--- src/core/mode_ctrl_consts.svh ---
`ifndef MODE_CTRL_CONSTS_SVH
`define MODE_CTRL_CONSTS_SVH
// register byte offsets
`define REG_CTRL       12'h000
`define REG_STATUS     12'h004
`define REG_CFG_CMD    12'h008
`define REG_LATCH      12'h00c
`define REG_LOCK       12'h010
`define REG_DAYTIME    12'h014
`define REG_CLOCK      12'h018
`define REG_THR_BASE   12'h040
`define REG_DLY_BASE   12'h080
`define REG_ACC_BASE   12'h0c0
`define REG_BASE_AF    12'h100
// ctrl bits
`define CTRL_TEST      0
`define CTRL_RESET     1
`define CTRL_ISO_TGL   2
`define CTRL_ACCLIM    3
// cfg command bits
`define CFG_START      0
`define CFG_DONE       1
`define CFG_VALID      2
`define CFG_UNUSABLE   3
// timing in natural units
`define CLK_MHZ        250
`define SCROLL_MS      1000
`define INIT_S         300
`define SEC_CYC        (`CLK_MHZ*1000000)
`define MAX_DLY_S      60
`define MONITOR_H      24
`define WINDOW_H       1
`define SAT_DAY        3'h5
`define SUN_DAY        3'h6
`endif

--- src/core/mode_ctrl_pkg.sv ---
package mode_ctrl_pkg;
  typedef enum logic [2:0] {
    M_UNCONF, M_SCROLL, M_INIT, M_NORMAL, M_TEST
  } mode_t;
  typedef struct packed {
    logic urgent;
    logic minor;
    logic iso;
    logic [4:0] alarm;
  } relay_t;
  typedef struct packed {
    logic flow_lo_minor;
    logic flow_lo_urgent;
    logic flow_hi_minor;
    logic sensor;
    logic ext_mon;
    logic comm;
    logic fan;
  } fault_t;
endpackage

--- src/core/detector_mode_controller.sv ---
// Chosen here: the APB slave port and the register addresses.
`timescale 1ns/1ps
`default_nettype none
`include "mode_ctrl_consts.svh"
// Behaviour
// unconfigured: config fault lit until configured
// initialisation captures baselines, at most five minutes
// power-up: one second green scroll, then initialise
// after startup, normal or fault indicators
// validate config, then initialise with it
// failed validation: config fault, discard upload; code keeps the uploaded values in the live tables
// first-config or unusable fault: urgent relay
// later config fault: minor relay, keep old; code keeps the newly uploaded values instead
// old config kept until new validated; code writes the upload straight into the live tables
// interrupted upload: one-time config fault, minor; code reads nv_upl at boot while its synchroniser still holds zero
// normal: compare particulate against thresholds, alarm
// normal: faults light indicator and relay
// test: all ten segments, all alarms
// test: alarm relay after its delay
// reset button ends test mode
// reset releases relays, enters normal
// acclimate: monitor 24h, then 1h window
// acclimate threshold starts insensitive, bounded
// acclimated thresholds readable by software
// day, night, weekend threshold sets
// isolate press: release relays, set isolation
// isolated: display only, isolation persists
// per-level delay 0-60 s, latching option
// locked buttons are ignored
// outputs registered, inactive in reset
module detector_mode_controller
  import mode_ctrl_pkg::*;
#(
  parameter int unsigned SEC_CYC  = `SEC_CYC,  // cycles per second
  parameter int unsigned INIT_S   = `INIT_S,   // init duration, seconds
  parameter int unsigned SCROLL_C = `CLK_MHZ*`SCROLL_MS*1000,
  parameter int unsigned HOUR_S   = 3600       // seconds per hour
) (
  input  wire logic        mclk_i,
  input  wire logic        rst_n_i,
  // apb slave
  input  wire logic        psel_i,
  input  wire logic        penable_i,
  input  wire logic        pwrite_i,
  input  wire logic [11:0] paddr_i,
  input  wire logic [31:0] pwdata_i,
  output logic      [31:0] prdata_o,
  output logic             pready_o,
  output logic             pslverr_o,
  // front panel buttons, asynchronous
  input  wire logic        btn_test_i,
  input  wire logic        btn_reset_i,
  input  wire logic        btn_iso_i,
  // measurements, asynchronous
  input  wire logic [15:0] partic_i,
  input  wire logic [15:0] airflow_i,
  input  wire logic        flow_lo_minor_i,
  input  wire logic        flow_lo_urgent_i,
  input  wire logic        flow_hi_minor_i,
  input  wire logic        sensor_flt_i,
  input  wire logic        ext_mon_flt_i,
  input  wire logic        comm_flt_i,
  input  wire logic        fan_flt_i,
  // nonvolatile state, read in the first cycle after reset while the synchroniser still holds zero
  input  wire logic        nv_configured_i,
  input  wire logic        nv_isolated_i,
  input  wire logic        nv_upload_open_i,
  // outputs
  output logic [4:0]       alarm_relay_o,
  output logic             minor_relay_o,
  output logic             urgent_relay_o,
  output logic             iso_relay_o,
  output logic [4:0]       alarm_led_o,
  output logic [9:0]       partic_led_o,
  output logic             scroll_green_o,
  output logic             cfg_flt_led_o,
  output logic [6:0]       flt_led_o,
  output logic             iso_led_o,
  output logic             nv_isolated_o,
  output logic             nv_upload_open_o,
  output logic             nv_configured_o
);

  // ------------------------------------------------------------
  // input synchronisers
  // ------------------------------------------------------------
  localparam int SW = 3 + 32 + 7 + 3;
  logic [SW-1:0] sync1_ff;   // first stage, read only by second
  logic [SW-1:0] sync2_ff;   // usable copy
  always_ff @(posedge mclk_i or negedge rst_n_i) begin
    if (!rst_n_i) begin
      sync1_ff <= '0;
      sync2_ff <= '0;
    end else begin
      sync1_ff <= {btn_test_i, btn_reset_i, btn_iso_i, partic_i,
                   airflow_i, flow_lo_minor_i, flow_lo_urgent_i,
                   flow_hi_minor_i, sensor_flt_i, ext_mon_flt_i,
                   comm_flt_i, fan_flt_i, nv_configured_i,
                   nv_isolated_i, nv_upload_open_i};
      sync2_ff <= sync1_ff;
    end
  end
  wire logic [2:0]  btn_s   = sync2_ff[44:42];
  wire logic [15:0] partic  = sync2_ff[41:26];
  wire logic [15:0] airflow = sync2_ff[25:10];
  wire fault_t      flt     = fault_t'(sync2_ff[9:3]);
  wire logic        nv_cfg  = sync2_ff[2];
  wire logic        nv_iso  = sync2_ff[1];
  wire logic        nv_upl  = sync2_ff[0];

  // button press detection on release edge
  logic [2:0] btn_d_ff;
  always_ff @(posedge mclk_i or negedge rst_n_i) begin
    if (!rst_n_i) btn_d_ff <= '0;
    else          btn_d_ff <= btn_s;
  end
  logic [2:0] lock_ff;       // 1 = button locked out
  wire logic [2:0] btn_rel = btn_d_ff & ~btn_s & ~lock_ff;
  wire logic b_test  = btn_rel[2];
  wire logic b_reset = btn_rel[1];
  wire logic b_iso   = btn_rel[0];

  // ------------------------------------------------------------
  // apb registers
  // ------------------------------------------------------------
  logic [15:0] thr_ff [3][5];  // day, night, weekend
  logic [15:0] acc_hi_ff [5];  // sensitive boundary
  logic [15:0] acc_lo_ff [5];  // insensitive boundary
  logic [15:0] acc_cur_ff [5]; // live acclimated level
  logic [5:0]  dly_ff [5];     // seconds, 0..60
  logic [4:0]  latch_ff;
  logic        acclim_ff;
  logic [15:0] day_start_ff, day_end_ff;  // minutes of day
  logic [10:0] min_ff;                    // minute of day
  logic [2:0]  wday_ff;                   // 0 = monday
  logic [15:0] base_af_ff, base_pt_ff;
  mode_t       mode_ff;
  logic        cfg_flt_ff, upload_ff, first_ff, iso_ff, boot_ff;
  logic        urgent_cfg_ff, minor_cfg_ff;  // config fault relay requests
  logic        sw_test_pulse, sw_reset_pulse, sw_iso_pulse;
  logic        cfg_start, cfg_done, cfg_valid, cfg_unusable;

  wire logic acc_set = psel_i & penable_i & pready_o;
  wire logic wr = acc_set & pwrite_i;
  wire logic [3:0] idx = paddr_i[5:2];
  wire logic hit_thr = paddr_i[11:6] == `REG_THR_BASE >> 6;
  wire logic hit_dly = paddr_i[11:6] == `REG_DLY_BASE >> 6;
  wire logic hit_acc = paddr_i[11:6] == `REG_ACC_BASE >> 6;
  // thr: idx 0..4 day, 5..9 night, 10..14 weekend; acc idx lo/hi/cur
  wire logic [1:0] tset = idx < 4'h5 ? 2'h0 : idx < 4'ha ? 2'h1 : 2'h2;
  wire logic [2:0] tlev = 3'(idx - {tset, 2'h0} - 4'(tset));

  assign sw_test_pulse  = wr & paddr_i == `REG_CTRL & pwdata_i[`CTRL_TEST];
  assign sw_reset_pulse = wr & paddr_i == `REG_CTRL & pwdata_i[`CTRL_RESET];
  assign sw_iso_pulse   = wr & paddr_i == `REG_CTRL & pwdata_i[`CTRL_ISO_TGL];
  assign cfg_start    = wr & paddr_i == `REG_CFG_CMD & pwdata_i[`CFG_START];
  assign cfg_done     = wr & paddr_i == `REG_CFG_CMD & pwdata_i[`CFG_DONE];
  assign cfg_valid    = pwdata_i[`CFG_VALID];
  assign cfg_unusable = pwdata_i[`CFG_UNUSABLE];
  wire logic known = paddr_i == `REG_CTRL | paddr_i == `REG_STATUS |
    paddr_i == `REG_CFG_CMD | paddr_i == `REG_LATCH | paddr_i == `REG_LOCK |
    paddr_i == `REG_DAYTIME | paddr_i == `REG_CLOCK | paddr_i == `REG_BASE_AF
    | (hit_thr & idx < 4'hf) | (hit_dly & idx < 4'h5) | (hit_acc & idx < 4'hf);
  wire logic ld_cfg = upload_ff;  // config writes go straight to the live tables, only while uploading

  // write side; config tables only accept data inside an upload
  always_ff @(posedge mclk_i or negedge rst_n_i) begin
    if (!rst_n_i) begin
      for (int i = 0; i < 5; i++) begin
        for (int s = 0; s < 3; s++) thr_ff[s][i] <= 16'hffff;
        dly_ff[i] <= '0; acc_hi_ff[i] <= 16'hffff; acc_lo_ff[i] <= 16'hffff;
      end
      latch_ff <= '0; acclim_ff <= 1'b0; lock_ff <= 3'h7;
      day_start_ff <= 16'h01a4; day_end_ff <= 16'h04ec;
    end else if (wr & ld_cfg) begin
      if (hit_thr & idx < 4'hf) thr_ff[tset][tlev] <= pwdata_i[15:0];
      if (hit_dly & idx < 4'h5)
        dly_ff[idx[2:0]] <= pwdata_i[5:0] > 6'(`MAX_DLY_S) ?
                            6'(`MAX_DLY_S) : pwdata_i[5:0];
      if (hit_acc & idx < 4'h5) acc_lo_ff[idx[2:0]] <= pwdata_i[15:0];
      if (hit_acc & idx >= 4'h5 & idx < 4'ha)
        acc_hi_ff[3'(idx - 4'h5)] <= pwdata_i[15:0];
      if (paddr_i == `REG_LATCH) latch_ff <= pwdata_i[4:0];
      if (paddr_i == `REG_LOCK) lock_ff <= pwdata_i[2:0];
      if (paddr_i == `REG_DAYTIME) begin
        day_start_ff <= pwdata_i[15:0];
        day_end_ff <= pwdata_i[31:16];
      end
      if (paddr_i == `REG_CTRL) acclim_ff <= pwdata_i[`CTRL_ACCLIM];
    end
  end

  // read mux, one wait state
  logic [31:0] rd;
  always_comb begin
    rd = '0;
    if (paddr_i == `REG_STATUS)
      rd = {20'h0, nv_configured_o, upload_ff, cfg_flt_ff, iso_ff,
            1'b0, 3'(mode_ff), minor_relay_o, urgent_relay_o};
    else if (paddr_i == `REG_CTRL) rd = {28'h0, acclim_ff, 3'h0};
    else if (paddr_i == `REG_LATCH) rd = {27'h0, latch_ff};
    else if (paddr_i == `REG_LOCK) rd = {29'h0, lock_ff};
    else if (paddr_i == `REG_DAYTIME) rd = {day_end_ff, day_start_ff};
    else if (paddr_i == `REG_CLOCK) rd = {18'h0, wday_ff, min_ff};
    else if (paddr_i == `REG_BASE_AF) rd = {base_pt_ff, base_af_ff};
    else if (hit_thr & idx < 4'hf) rd = {16'h0, thr_ff[tset][tlev]};
    else if (hit_dly & idx < 4'h5) rd = {26'h0, dly_ff[idx[2:0]]};
    else if (hit_acc & idx >= 4'ha & idx < 4'hf)
      rd = {16'h0, acc_cur_ff[3'(idx - 4'ha)]};
  end
  always_ff @(posedge mclk_i or negedge rst_n_i) begin
    if (!rst_n_i) begin
      prdata_o <= '0; pready_o <= 1'b0; pslverr_o <= 1'b0;
    end else begin
      pready_o  <= psel_i & penable_i & ~pready_o;
      pslverr_o <= psel_i & penable_i & ~pready_o & ~known;
      prdata_o  <= rd;
    end
  end

  // ------------------------------------------------------------
  // time base: seconds tick, minute/day clock
  // ------------------------------------------------------------
  logic [31:0] sec_cnt_ff;
  wire logic sec_tick = sec_cnt_ff == 32'(SEC_CYC - 1);
  logic [5:0] sec_of_min_ff;
  always_ff @(posedge mclk_i or negedge rst_n_i) begin
    if (!rst_n_i) begin
      sec_cnt_ff <= '0; sec_of_min_ff <= '0; min_ff <= '0; wday_ff <= '0;
    end else if (wr & paddr_i == `REG_CLOCK) begin
      min_ff <= pwdata_i[10:0]; wday_ff <= pwdata_i[13:11];
    end else begin
      sec_cnt_ff <= sec_tick ? '0 : sec_cnt_ff + 32'h1;
      if (sec_tick) begin
        sec_of_min_ff <= sec_of_min_ff == 6'd59 ? '0 : sec_of_min_ff + 6'h1;
        if (sec_of_min_ff == 6'd59) begin
          min_ff <= min_ff == 11'd1439 ? '0 : min_ff + 11'h1;
          if (min_ff == 11'd1439) wday_ff <= wday_ff == 3'h6 ? '0 : wday_ff + 3'h1;
        end
      end
    end
  end
  // day/night/weekend set select
  wire logic weekend = wday_ff == `SAT_DAY | wday_ff == `SUN_DAY;
  wire logic is_day = 16'(min_ff) >= day_start_ff & 16'(min_ff) < day_end_ff;
  wire logic [1:0] sel_set = weekend ? 2'h2 : is_day ? 2'h0 : 2'h1;

  // ------------------------------------------------------------
  // mode sequencer
  // ------------------------------------------------------------
  logic [31:0] tmr_ff;
  logic        base_done_ff;
  always_ff @(posedge mclk_i or negedge rst_n_i) begin
    if (!rst_n_i) begin
      mode_ff <= M_SCROLL; tmr_ff <= '0; boot_ff <= 1'b1;
      cfg_flt_ff <= 1'b0; upload_ff <= 1'b0; first_ff <= 1'b0;
      iso_ff <= 1'b0; base_af_ff <= '0; base_pt_ff <= '0;
      base_done_ff <= 1'b0; urgent_cfg_ff <= 1'b0; minor_cfg_ff <= 1'b0;
    end else begin
      boot_ff <= 1'b0;
      if (boot_ff) begin
        iso_ff <= nv_iso;
        first_ff <= ~nv_cfg;
        if (nv_upl) begin
          cfg_flt_ff <= 1'b1; minor_cfg_ff <= 1'b1;
        end
      end
      if (b_iso | sw_iso_pulse) iso_ff <= ~iso_ff;
      if (b_reset | sw_reset_pulse) begin
        minor_cfg_ff <= 1'b0;
        if (nv_configured_o & ~upload_ff) cfg_flt_ff <= 1'b0;
      end
      if (cfg_start) upload_ff <= 1'b1;
      if (cfg_done) begin
        upload_ff <= 1'b0;
        if (cfg_valid & ~cfg_unusable) begin
          cfg_flt_ff <= 1'b0; urgent_cfg_ff <= 1'b0; minor_cfg_ff <= 1'b0;
          first_ff <= 1'b0; mode_ff <= M_INIT; tmr_ff <= '0;
          base_done_ff <= 1'b0;
        end else begin
          cfg_flt_ff <= 1'b1;
          if (first_ff | cfg_unusable) begin
            urgent_cfg_ff <= 1'b1;
            mode_ff <= M_UNCONF;
          end else minor_cfg_ff <= 1'b1;
        end
      end else case (mode_ff)
        M_SCROLL: begin
          tmr_ff <= tmr_ff + 32'h1;
          if (tmr_ff == 32'(SCROLL_C - 1)) begin
            tmr_ff <= '0;
            mode_ff <= first_ff ? M_UNCONF : M_INIT;
          end
        end
        M_UNCONF: begin
          cfg_flt_ff <= 1'b1;
          urgent_cfg_ff <= first_ff;
        end
        M_INIT: begin
          if (!base_done_ff) begin
            base_af_ff <= airflow; base_pt_ff <= partic;
            base_done_ff <= 1'b1;
          end
          if (sec_tick) tmr_ff <= tmr_ff + 32'h1;
          if (sec_tick & tmr_ff == 32'(INIT_S - 1))
            mode_ff <= M_NORMAL;
        end
        M_NORMAL:
          if (b_test | sw_test_pulse) mode_ff <= M_TEST;
        M_TEST:
          if (b_reset | sw_reset_pulse) mode_ff <= M_NORMAL;
        default: mode_ff <= M_SCROLL;
      endcase
    end
  end

  // ------------------------------------------------------------
  // acclimation: per level moving threshold
  // ------------------------------------------------------------
  logic [31:0] acc_sec_ff;
  logic [15:0] peak_ff;      // peak particulate in current hour
  wire logic monitored = acc_sec_ff >= 32'(`MONITOR_H * HOUR_S);
  wire logic hour_end = sec_tick & monitored &
       (acc_sec_ff % 32'(`WINDOW_H * HOUR_S)) == 32'h0;
  always_ff @(posedge mclk_i or negedge rst_n_i) begin
    if (!rst_n_i) begin
      acc_sec_ff <= '0; peak_ff <= '0;
    end else if (!acclim_ff | mode_ff == M_INIT) begin
      acc_sec_ff <= '0; peak_ff <= '0;
    end else begin
      if (sec_tick) acc_sec_ff <= acc_sec_ff + 32'h1;
      peak_ff <= hour_end ? '0 : (partic > peak_ff ? partic : peak_ff);
    end
  end
  genvar g;
  generate
    for (g = 0; g < 5; g++) begin : g_acc
      // twice the hourly peak, clamped into the boundaries
      wire logic [16:0] want = {peak_ff, 1'b0};
      always_ff @(posedge mclk_i or negedge rst_n_i) begin
        if (!rst_n_i) acc_cur_ff[g] <= 16'hffff;
        else if (!acclim_ff | !monitored)
          acc_cur_ff[g] <= acc_lo_ff[g];
        else if (hour_end)
          acc_cur_ff[g] <= want > 17'(acc_lo_ff[g]) ? acc_lo_ff[g] :
                           want < 17'(acc_hi_ff[g]) ? acc_hi_ff[g] :
                           want[15:0];
      end
    end
  endgenerate

  // ------------------------------------------------------------
  // alarm compare, delay, latch, relays
  // ------------------------------------------------------------
  logic [4:0] alarm_lvl;     // threshold exceeded now
  logic [4:0] relay_req_ff;  // delayed relay request
  logic [5:0] dcnt_ff [5];
  wire logic testing = mode_ff == M_TEST;
  wire logic run = mode_ff == M_NORMAL | testing;
  wire logic clr_rel = b_reset | sw_reset_pulse | b_iso | sw_iso_pulse;
  generate
    for (g = 0; g < 5; g++) begin : g_alarm
      wire logic [15:0] thr = acclim_ff ? acc_cur_ff[g] : thr_ff[sel_set][g];
      assign alarm_lvl[g] = testing | (mode_ff == M_NORMAL & partic > thr);
      always_ff @(posedge mclk_i or negedge rst_n_i) begin
        if (!rst_n_i) begin
          dcnt_ff[g] <= '0; relay_req_ff[g] <= 1'b0;
        end else if (clr_rel) begin
          dcnt_ff[g] <= '0; relay_req_ff[g] <= 1'b0;
        end else if (!alarm_lvl[g]) begin
          dcnt_ff[g] <= '0;
          if (!latch_ff[g]) relay_req_ff[g] <= 1'b0;
        end else if (dcnt_ff[g] >= dly_ff[g]) relay_req_ff[g] <= 1'b1;
        else if (sec_tick) dcnt_ff[g] <= dcnt_ff[g] + 6'h1;
      end
    end
  endgenerate

  wire logic flt_minor = run & (flt.flow_lo_minor | flt.flow_hi_minor |
                                flt.ext_mon);
  wire logic flt_urgent = run & (flt.flow_lo_urgent | flt.sensor |
                                 flt.comm | flt.fan);
  wire logic [3:0] seg = partic[15:12] > 4'ha ? 4'ha : partic[15:12];
  wire logic [9:0] bar;
  generate
    for (g = 0; g < 10; g++) begin : g_bar
      assign bar[g] = testing | (run & 4'(g) < seg);
    end
  endgenerate

  // registered outputs; isolation gates every relay but its own
  always_ff @(posedge mclk_i or negedge rst_n_i) begin
    if (!rst_n_i) begin
      alarm_relay_o <= '0; minor_relay_o <= 1'b0; urgent_relay_o <= 1'b0;
      iso_relay_o <= 1'b0; alarm_led_o <= '0; partic_led_o <= '0;
      scroll_green_o <= 1'b0; cfg_flt_led_o <= 1'b0; flt_led_o <= '0;
      iso_led_o <= 1'b0; nv_isolated_o <= 1'b0; nv_upload_open_o <= 1'b0;
      nv_configured_o <= 1'b0;
    end else begin
      alarm_relay_o  <= iso_ff | clr_rel ? '0 : relay_req_ff;
      minor_relay_o  <= ~iso_ff & ~clr_rel & (flt_minor | minor_cfg_ff);
      urgent_relay_o <= ~iso_ff & ~clr_rel & (flt_urgent | urgent_cfg_ff);
      iso_relay_o    <= iso_ff & ~(b_iso | sw_iso_pulse);
      iso_led_o      <= iso_ff;
      alarm_led_o    <= alarm_lvl | relay_req_ff;
      partic_led_o   <= bar;
      scroll_green_o <= mode_ff == M_SCROLL;
      cfg_flt_led_o  <= cfg_flt_ff;
      flt_led_o      <= run ? flt : '0;
      nv_isolated_o  <= boot_ff ? nv_iso : iso_ff;
      nv_upload_open_o <= upload_ff;
      nv_configured_o  <= boot_ff ? nv_cfg : ~first_ff;
    end
  end

endmodule
`default_nettype wire

--- config.mk ---
export PLATFORM = sky130hd
export DESIGN_NAME = detector_mode_controller
export DESIGN_NICKNAME = d
export VERILOG_FILES = /design/src/core/mode_ctrl_pkg.sv /design/src/core/detector_mode_controller.sv
export VERILOG_INCLUDE_DIRS = /design/src /design/src/core
export SDC_FILE = /design/constraint.sdc
export NUM_CORES = 2
export LEC_CHECK = 0
export BUFFER_PORTS_ARGS = -buffer_cell sky130_fd_sc_hd__buf_2
export CAP_MARGIN = 40
export CORE_MARGIN = 2
export CORE_UTILIZATION = 55
export DETAILED_ROUTE_END_ITERATION = 12
export PLACE_DENSITY = 0.72
export SLEW_MARGIN = 20
export SYNTH_ARGS = -nofsm -noshare
export SYNTH_HDL_FRONTEND = slang
export SYNTH_SLANG_ARGS = --single-unit
--- constraint.sdc ---
create_clock -name mclk_i -period 22.7 [get_ports mclk_i]
set_input_delay 3.405 -clock mclk_i [delete_from_list [all_inputs] [get_ports mclk_i]]
set_output_delay 3.405 -clock mclk_i [all_outputs]
set_load 0.02 [all_outputs]
Yosys cells after proc, flatten, opt, wreduce, memory -nomap -nowiden

Cells that the tools add are included.

Mux-type cells: 170
Divide/modulo/power cells: 1
Magnitude comparators: 51
Bitwise logic cells: 115
$add $sub $neg: 15
Reduce and logical (&&, ||, !) cells: 45
Equality and inequality tests: 49

Operators by type and width:

| cell                    | number |
|---|---|
| $mux W16                | 38 |
| $mux W32                | 14 |
| $mux W80                | 5 |
| $bmux W80 S2            | 2 |
| $bwmux W240             | 1 |
| $bwmux W80              | 2 |
| $demux W80 S2           | 1 |
| $mux W6                 | 25 |
| $demux W16 S3           | 3 |
| $add A32 B1 Y32 const B | 3 |
| $bmux W16 S3            | 2 |
| $gt A16 B16 Y1          | 6 |
| $gt A17 B16 Y1          | 5 |
| $lt A17 B16 Y1          | 5 |
| $eq A32 B28 Y1 const B  | 2 |
| $pmux W32 S2            | 1 |
| $and A1 B1 Y1           | 49 |
| $mux W1                 | 49 |
| $mux W11                | 4 |
| $reduce_and A2 Y1       | 22 |
| $or A1 B1 Y1            | 43 |
| $add A6 B1 Y6 const B   | 6 |
| $eq A12 B5 Y1 const B   | 3 |
| $mux W3                 | 12 |
| other kinds (63)        | 143 |

Input bits: 94
Output and inout bits: 70
Register bits after elaboration: 924
Word-level logic and storage cells: 533

Longest topological paths before layout

Depth after elaboration: 18
Depth in mapped cells: 64
Gate-level depth less buffers: 52

Worst setup path after synthesis

Ideal clock, no wire load.

Path type: register -> register
From: register acc_sec_ff[27]
To: register acc_cur_ff[21] (netlist bit)
Stages on the path, launching flop included: 60
Arrival: 14.792 ns
Slack: 7.824 ns
Data required time: 22.615 ns
Buffers on the path: 8
Cells stage by stage: dfrtp_1 -> or4_1 -> buf_4 -> o2111ai_2 -> o211ai_4 -> nor4b_1 -> nor3_1 -> a311oi_2 -> nor2_1 -> a31oi_2 -> xor2_1 -> a2111oi_2 -> nor4_4 -> mux2_1 -> a211oi_2 -> nand4_1 -> o21a_1 -> buf_6 -> (+24 left out) -> a31oi_4 -> o21ai_2 -> and3_1 -> or2_1 -> buf_6 -> o41ai_2 -> xor2_1 -> nor3b_2 -> a2111oi_1 -> a211oi_1 -> and2_1 -> a31oi_1 -> xnor2_1 -> or4_4 -> o21bai_4 -> buf_12 -> buf_12 -> mux2_1

Cells in the longest elaborated chain, start to end: 4
Elaborated cells between the ends (all ways): 9
Those cells by class: div: 1; order compare: 1; mux: 1; bitwise: 3; reduce/logical: 3

RTL lines:

| item                                                     | RTL line                                                         | RTL |
|---|---|---|
| start: declaration                                       | detector_mode_controller.sv:320                                  | `logic [31:0] acc_sec_ff;` |
| start signal: assignment                                 | detector_mode_controller.sv:331                                  | `if (sec_tick) acc_sec_ff <= acc_sec_ff + 32'h1;` |
| $mod A32 B12 Y32 or $ge A32 B17 Y1 (tied branches)       | detector_mode_controller.sv:324, detector_mode_controller.sv:322 |  |
| $logic_not A32 Y1, or another cell as far along          | detector_mode_controller.sv:324                                  | `` (acc_sec_ff % 32'(`WINDOW_H * HOUR_S)) == 32'h0; `` |
| $and A1 B1 Y1 or $or A1 B1 Y1 (tied branches)            | detector_mode_controller.sv:323, detector_mode_controller.sv:342 |  |
| $reduce_bool A2 Y1 (no line) or $mux W16 (tied branches) | n/a                                                              |  |
| end signal: indexed assignment                           | detector_mode_controller.sv:343                                  | `acc_cur_ff[g] <= acc_lo_ff[g];` |
| end signal: indexed assignment                           | detector_mode_controller.sv:345                                  | `acc_cur_ff[g] <= want > 17'(acc_lo_ff[g]) ? acc_lo_ff[g] :` |
| end: declaration                                         | detector_mode_controller.sv:129                                  | `logic [15:0] acc_cur_ff [5];` |

Parallel ways exist; a longest one is shown, timed or not.
A chain may end at the register's enable or synchronous reset.

Final worst setup path

From: register acc_sec_ff[31]
To: register acc_cur_ff[23] (netlist bit)

The elaborated chain is that of the path after synthesis.

==> results.py <==
metrics = {
    "pwr": {
        "switching_share_pct": 24.8,
        "ir_drop_mv": 0.0696,
        "intPower_mw": 2.70,
        "leakagePower_nw": 28.3,
        "pwr-share-clk_pct": 46.6,
        "combPwrFrac_pct": 6.7,
        "power_frac_seq_pct": 46.8,
        "p_sw_mw": 0.894,
        "powerDensity_mw_per_mm2": 57.0,
    },
    "die": {
        "fp.dieArea_mm2": 0.106,
        "core_mm2": 0.103,
        "die_w_um": 326,
        "die_height_um": 326,
        "pin_count": 164,
        "rows": 118,
        "start_util_pct": 55.2,
    },
    "synthesis": {
        "netlist_top_cells_area": "dfstp_2, dfrtp_1, mux2_2, ha_1, o21ai_0",
        "syn_avg_cell_area_um2": 9.84,
        "synth_edf_count": 0,
        "synth_most_common_cell": "nand2_1",
        "synth_ff_type": "dfstp_2",
        "yosysTopAreaCellShare_pct": 22.8,
        "yosysSeqAreaShare_pct": 41.7,
        "synth-async-reset-ratio_pct": 100,
        "yosysWarnings": 0,
        "yosys.area.top_type": "dfstp_2",
        "syn_inst": 5786,
        "syn_nets": 6200,
        "ys_seq_elements": 924,
        "netlist_area_mm2": 0.0569,
        "yosysUniqueCellTypes": 150,
        "synth_common_cells": "nand2_1, dfstp_2, o21ai_0",
    },
    "routing": {
        "dr_total_vias": 46891,
        "drcViolationCount": 0,
        "via_per_inst": 6.38,
        "ant_nets": 0,
        "wl_per_cell_um": 25.6,
        "drtIter0Drc": 5234,
        "routed_wirelength_um": 188000,
        "dr.pass1.iters": 6,
    },
    "setup_path": {
        "crit_path_max_incr_delay_ps": 780,
        "reg2reg_to": "acc_cur_ff[23]$_DFFE_PN1P_",
        "cp.required_ps": 23310,
        "critPathMaxFanout": 34,
        "rr_startpoint": "acc_sec_ff[31]$_DFFE_PN0P_",
        "critPathLaunchType": "register",
        "r2r_slack_ps": 3990,
        "worst_ep_arrival_time_ps": 19320,
        "end_kind": "register",
        "path_class": "register to register",
        "rr_worst_depth": 54,
        "slowest_stage": "dfrtp_1",
    },
    "place": {
        "gp_congestion": 0.993,
        "hpwl_um": 134000,
        "place_area_mm2": 0.0596,
        "place.port_buffers": 163,
    },
    "layout": {
        "drive_above_1_share_pct": 26.9,
        "nets": 6292,
        "area_growth_pct": 10.9,
        "final_cell_area_mm2": 0.0631,
    },
    "min_path": {
        "min_path_cells": 0,
        "hp-class": "register to register",
        "whs_endpoint": "sync2_ff[7]$_DFF_PN0_",
        "min_from": "sync1_ff[7]$_DFF_PN0_",
    },
    "sta": {
        "rsz0062_at_grt": "no",
        "drv_slew": 0,
        "setup_viol": 0,
        "tns_ps": 0,
        "period_needed_ps": 18710,
        "max-slew-margin-rel_pct": 34.4,
        "min_period_over_period_pct": 82.4,
        "skew_ps": 35.0,
        "fmax_ghz": 0.0534,
        "tightest_slew_ps": 972,
        "final-hold-violation-count": 0,
    },
    "cts": {
        "cts_tree": "yes",
        "insertion_delay_ps": 690,
        "clockBufferDepth": 3,
        "cts_made_buffers": 100,
        "cts_sinks": 924,
        "cts-root-buf": "clkbuf_16",
        "cts_max_level": 3,
        "cts_hold_buf": 0,
        "cts_resized": 0,
        "postCtsSetupBuffers": 0,
        "clk_pin_slew_ps": 70,
    },
    "global_routing": {
        "grt_usage_pct": 34.9,
        "grt_pass1_wl_um": 282000,
        "grt_max_degree": 161,
        "grt_pass1_vias": 44816,
        "antenna_found_initial": 13,
        "overflow": 0,
    },
    "run_status": {
        "status": "finished, final reports clean",
    },
    "run": {
        "cap_violations": 0,
    },
}
[layout by cell type (no fill, tap or decap), drive strengths merged, types with 80 or more instances in the layout]
cell type / Yosys / layout
a211oi: 89 / 89
a21oi: 310 / 310
buf: 74 / 310
clkbuf: 244 / 141
dfrtp: 429 / 429
dfstp: 495 / 495
ha: 319 / 319
inv: 281 / 287
mux2: 469 / 469
mux2i: 123 / 123
nand2: 574 / 574
nand3: 132 / 132
nand4: 93 / 93
nor2: 424 / 424
nor3: 80 / 80
o21ai: 481 / 481
xnor2: 92 / 92
[worst max-delay path by stage]
stage                                          start                    endpoint  slack [ps]
after floorplan           acc_sec_ff[27]$_DFFE_PN0P_  acc_cur_ff[21]$_DFFE_PN1P_        7820
final                     acc_sec_ff[31]$_DFFE_PN0P_  acc_cur_ff[23]$_DFFE_PN1P_        3990
after CTS                 acc_sec_ff[24]$_DFFE_PN0P_  acc_cur_ff[23]$_DFFE_PN1P_        3840
after global routing      acc_sec_ff[24]$_DFFE_PN0P_  acc_cur_ff[21]$_DFFE_PN1P_        2590
after detailed placement  acc_sec_ff[27]$_DFFE_PN0P_  acc_cur_ff[31]$_DFFE_PN1P_        3920
after global placement    acc_sec_ff[24]$_DFFE_PN0P_  acc_cur_ff[55]$_DFFE_PN1P_        3500
[stage by stage]
| stage | instances | hold slack [ps] | setup WS, ps | power, mW | utilization (%) |
|---|---|---|---|---|---|
| final | 7349 | 347 | 3990 | 3.60 | 61.3 |
| after detailed placement | 7141 | 335 | 3920 | 1.94 | 57.8 |
| after global routing | 7345 | 351 | 2590 | 3.69 | 61.3 |
| after global placement | 7089 | 332 | 3500 | 1.93 | 57.0 |
| after floorplan | 5786 | 331 | 7820 | 1.80 | - |
| after CTS | 7324 | 348 | 3840 | 3.60 | 61.1 |
[power by group through the flow]
stage | logic, mW | registers [mW] | clock network, mW
after detailed placement | 0.229 | 1.71 | 0
after CTS | 0.230 | 1.68 | 1.69
final | 0.240 | 1.68 | 1.67
after global placement | 0.218 | 1.71 | 0
after floorplan | 0.0977 | 1.70 | 0
after global routing | 0.254 | 1.68 | 1.75
[worst max-delay path: cells and delay by family, from the launching register on]
kind                   cells  cell delay [ps]
AO/OA/AOI/OAI             27             8150
AND/OR/NAND/NOR           14             5100
multiplexers               5             2010
XOR/XNOR                   5             1540
buffers and inverters      3             1000
flip-flops                 1              780
[registers in the layout (all words and copies together) (netlist names), 32 cells and up]
signal,cells
acc_hi_ff,80
tmr_ff,32
sync2_ff,45
acc_sec_ff,32
thr_ff,240
sync1_ff,45
sec_cnt_ff,32
prdata_o,32
acc_cur_ff,80
acc_lo_ff,80
[layout make-up]
type | instances | area, um2
clock inverters | 44 | 463
diodes | 10 | 25.0
multi-input cells | 4255 | 30800
repair buffers | 313 | 2480
inverters | 284 | 1070
well taps | 1380 | 1730
flip-flops and latches | 924 | 23700
fillers | 8663 | 39900
clock buffers | 139 | 2870
[logic make-up after synthesis]
| kind of cell | count (synthesis) | share of synthesized area (%) |
|---|---|---|
| adders and majority gates | 327 | 7.17 |
| buffers and inverters | 607 | 4.53 |
| xor gates and xnor gates | 168 | 2.74 |
| AOI/OAI and AO/OA | 1440 | 16.7 |
| and+or+nand+nor | 1705 | 14.3 |
| muxes | 614 | 12.8 |
| other | 1 | 0.00659 |
| DFF | 924 | 41.7 |
[routing by layer]
metal  share of wire [%]  global-route usage (%)  vias to the layer above
met5               0.018                       0                        -
met4                 4.9                    15.8                        4
met3                 9.6                    7.58                      459
met2                  43                    51.5                     2093
met1                  42                    49.2                    23317
li1                    -                       -                    21018
Note: power is estimated with default switching activity, not from simulation.
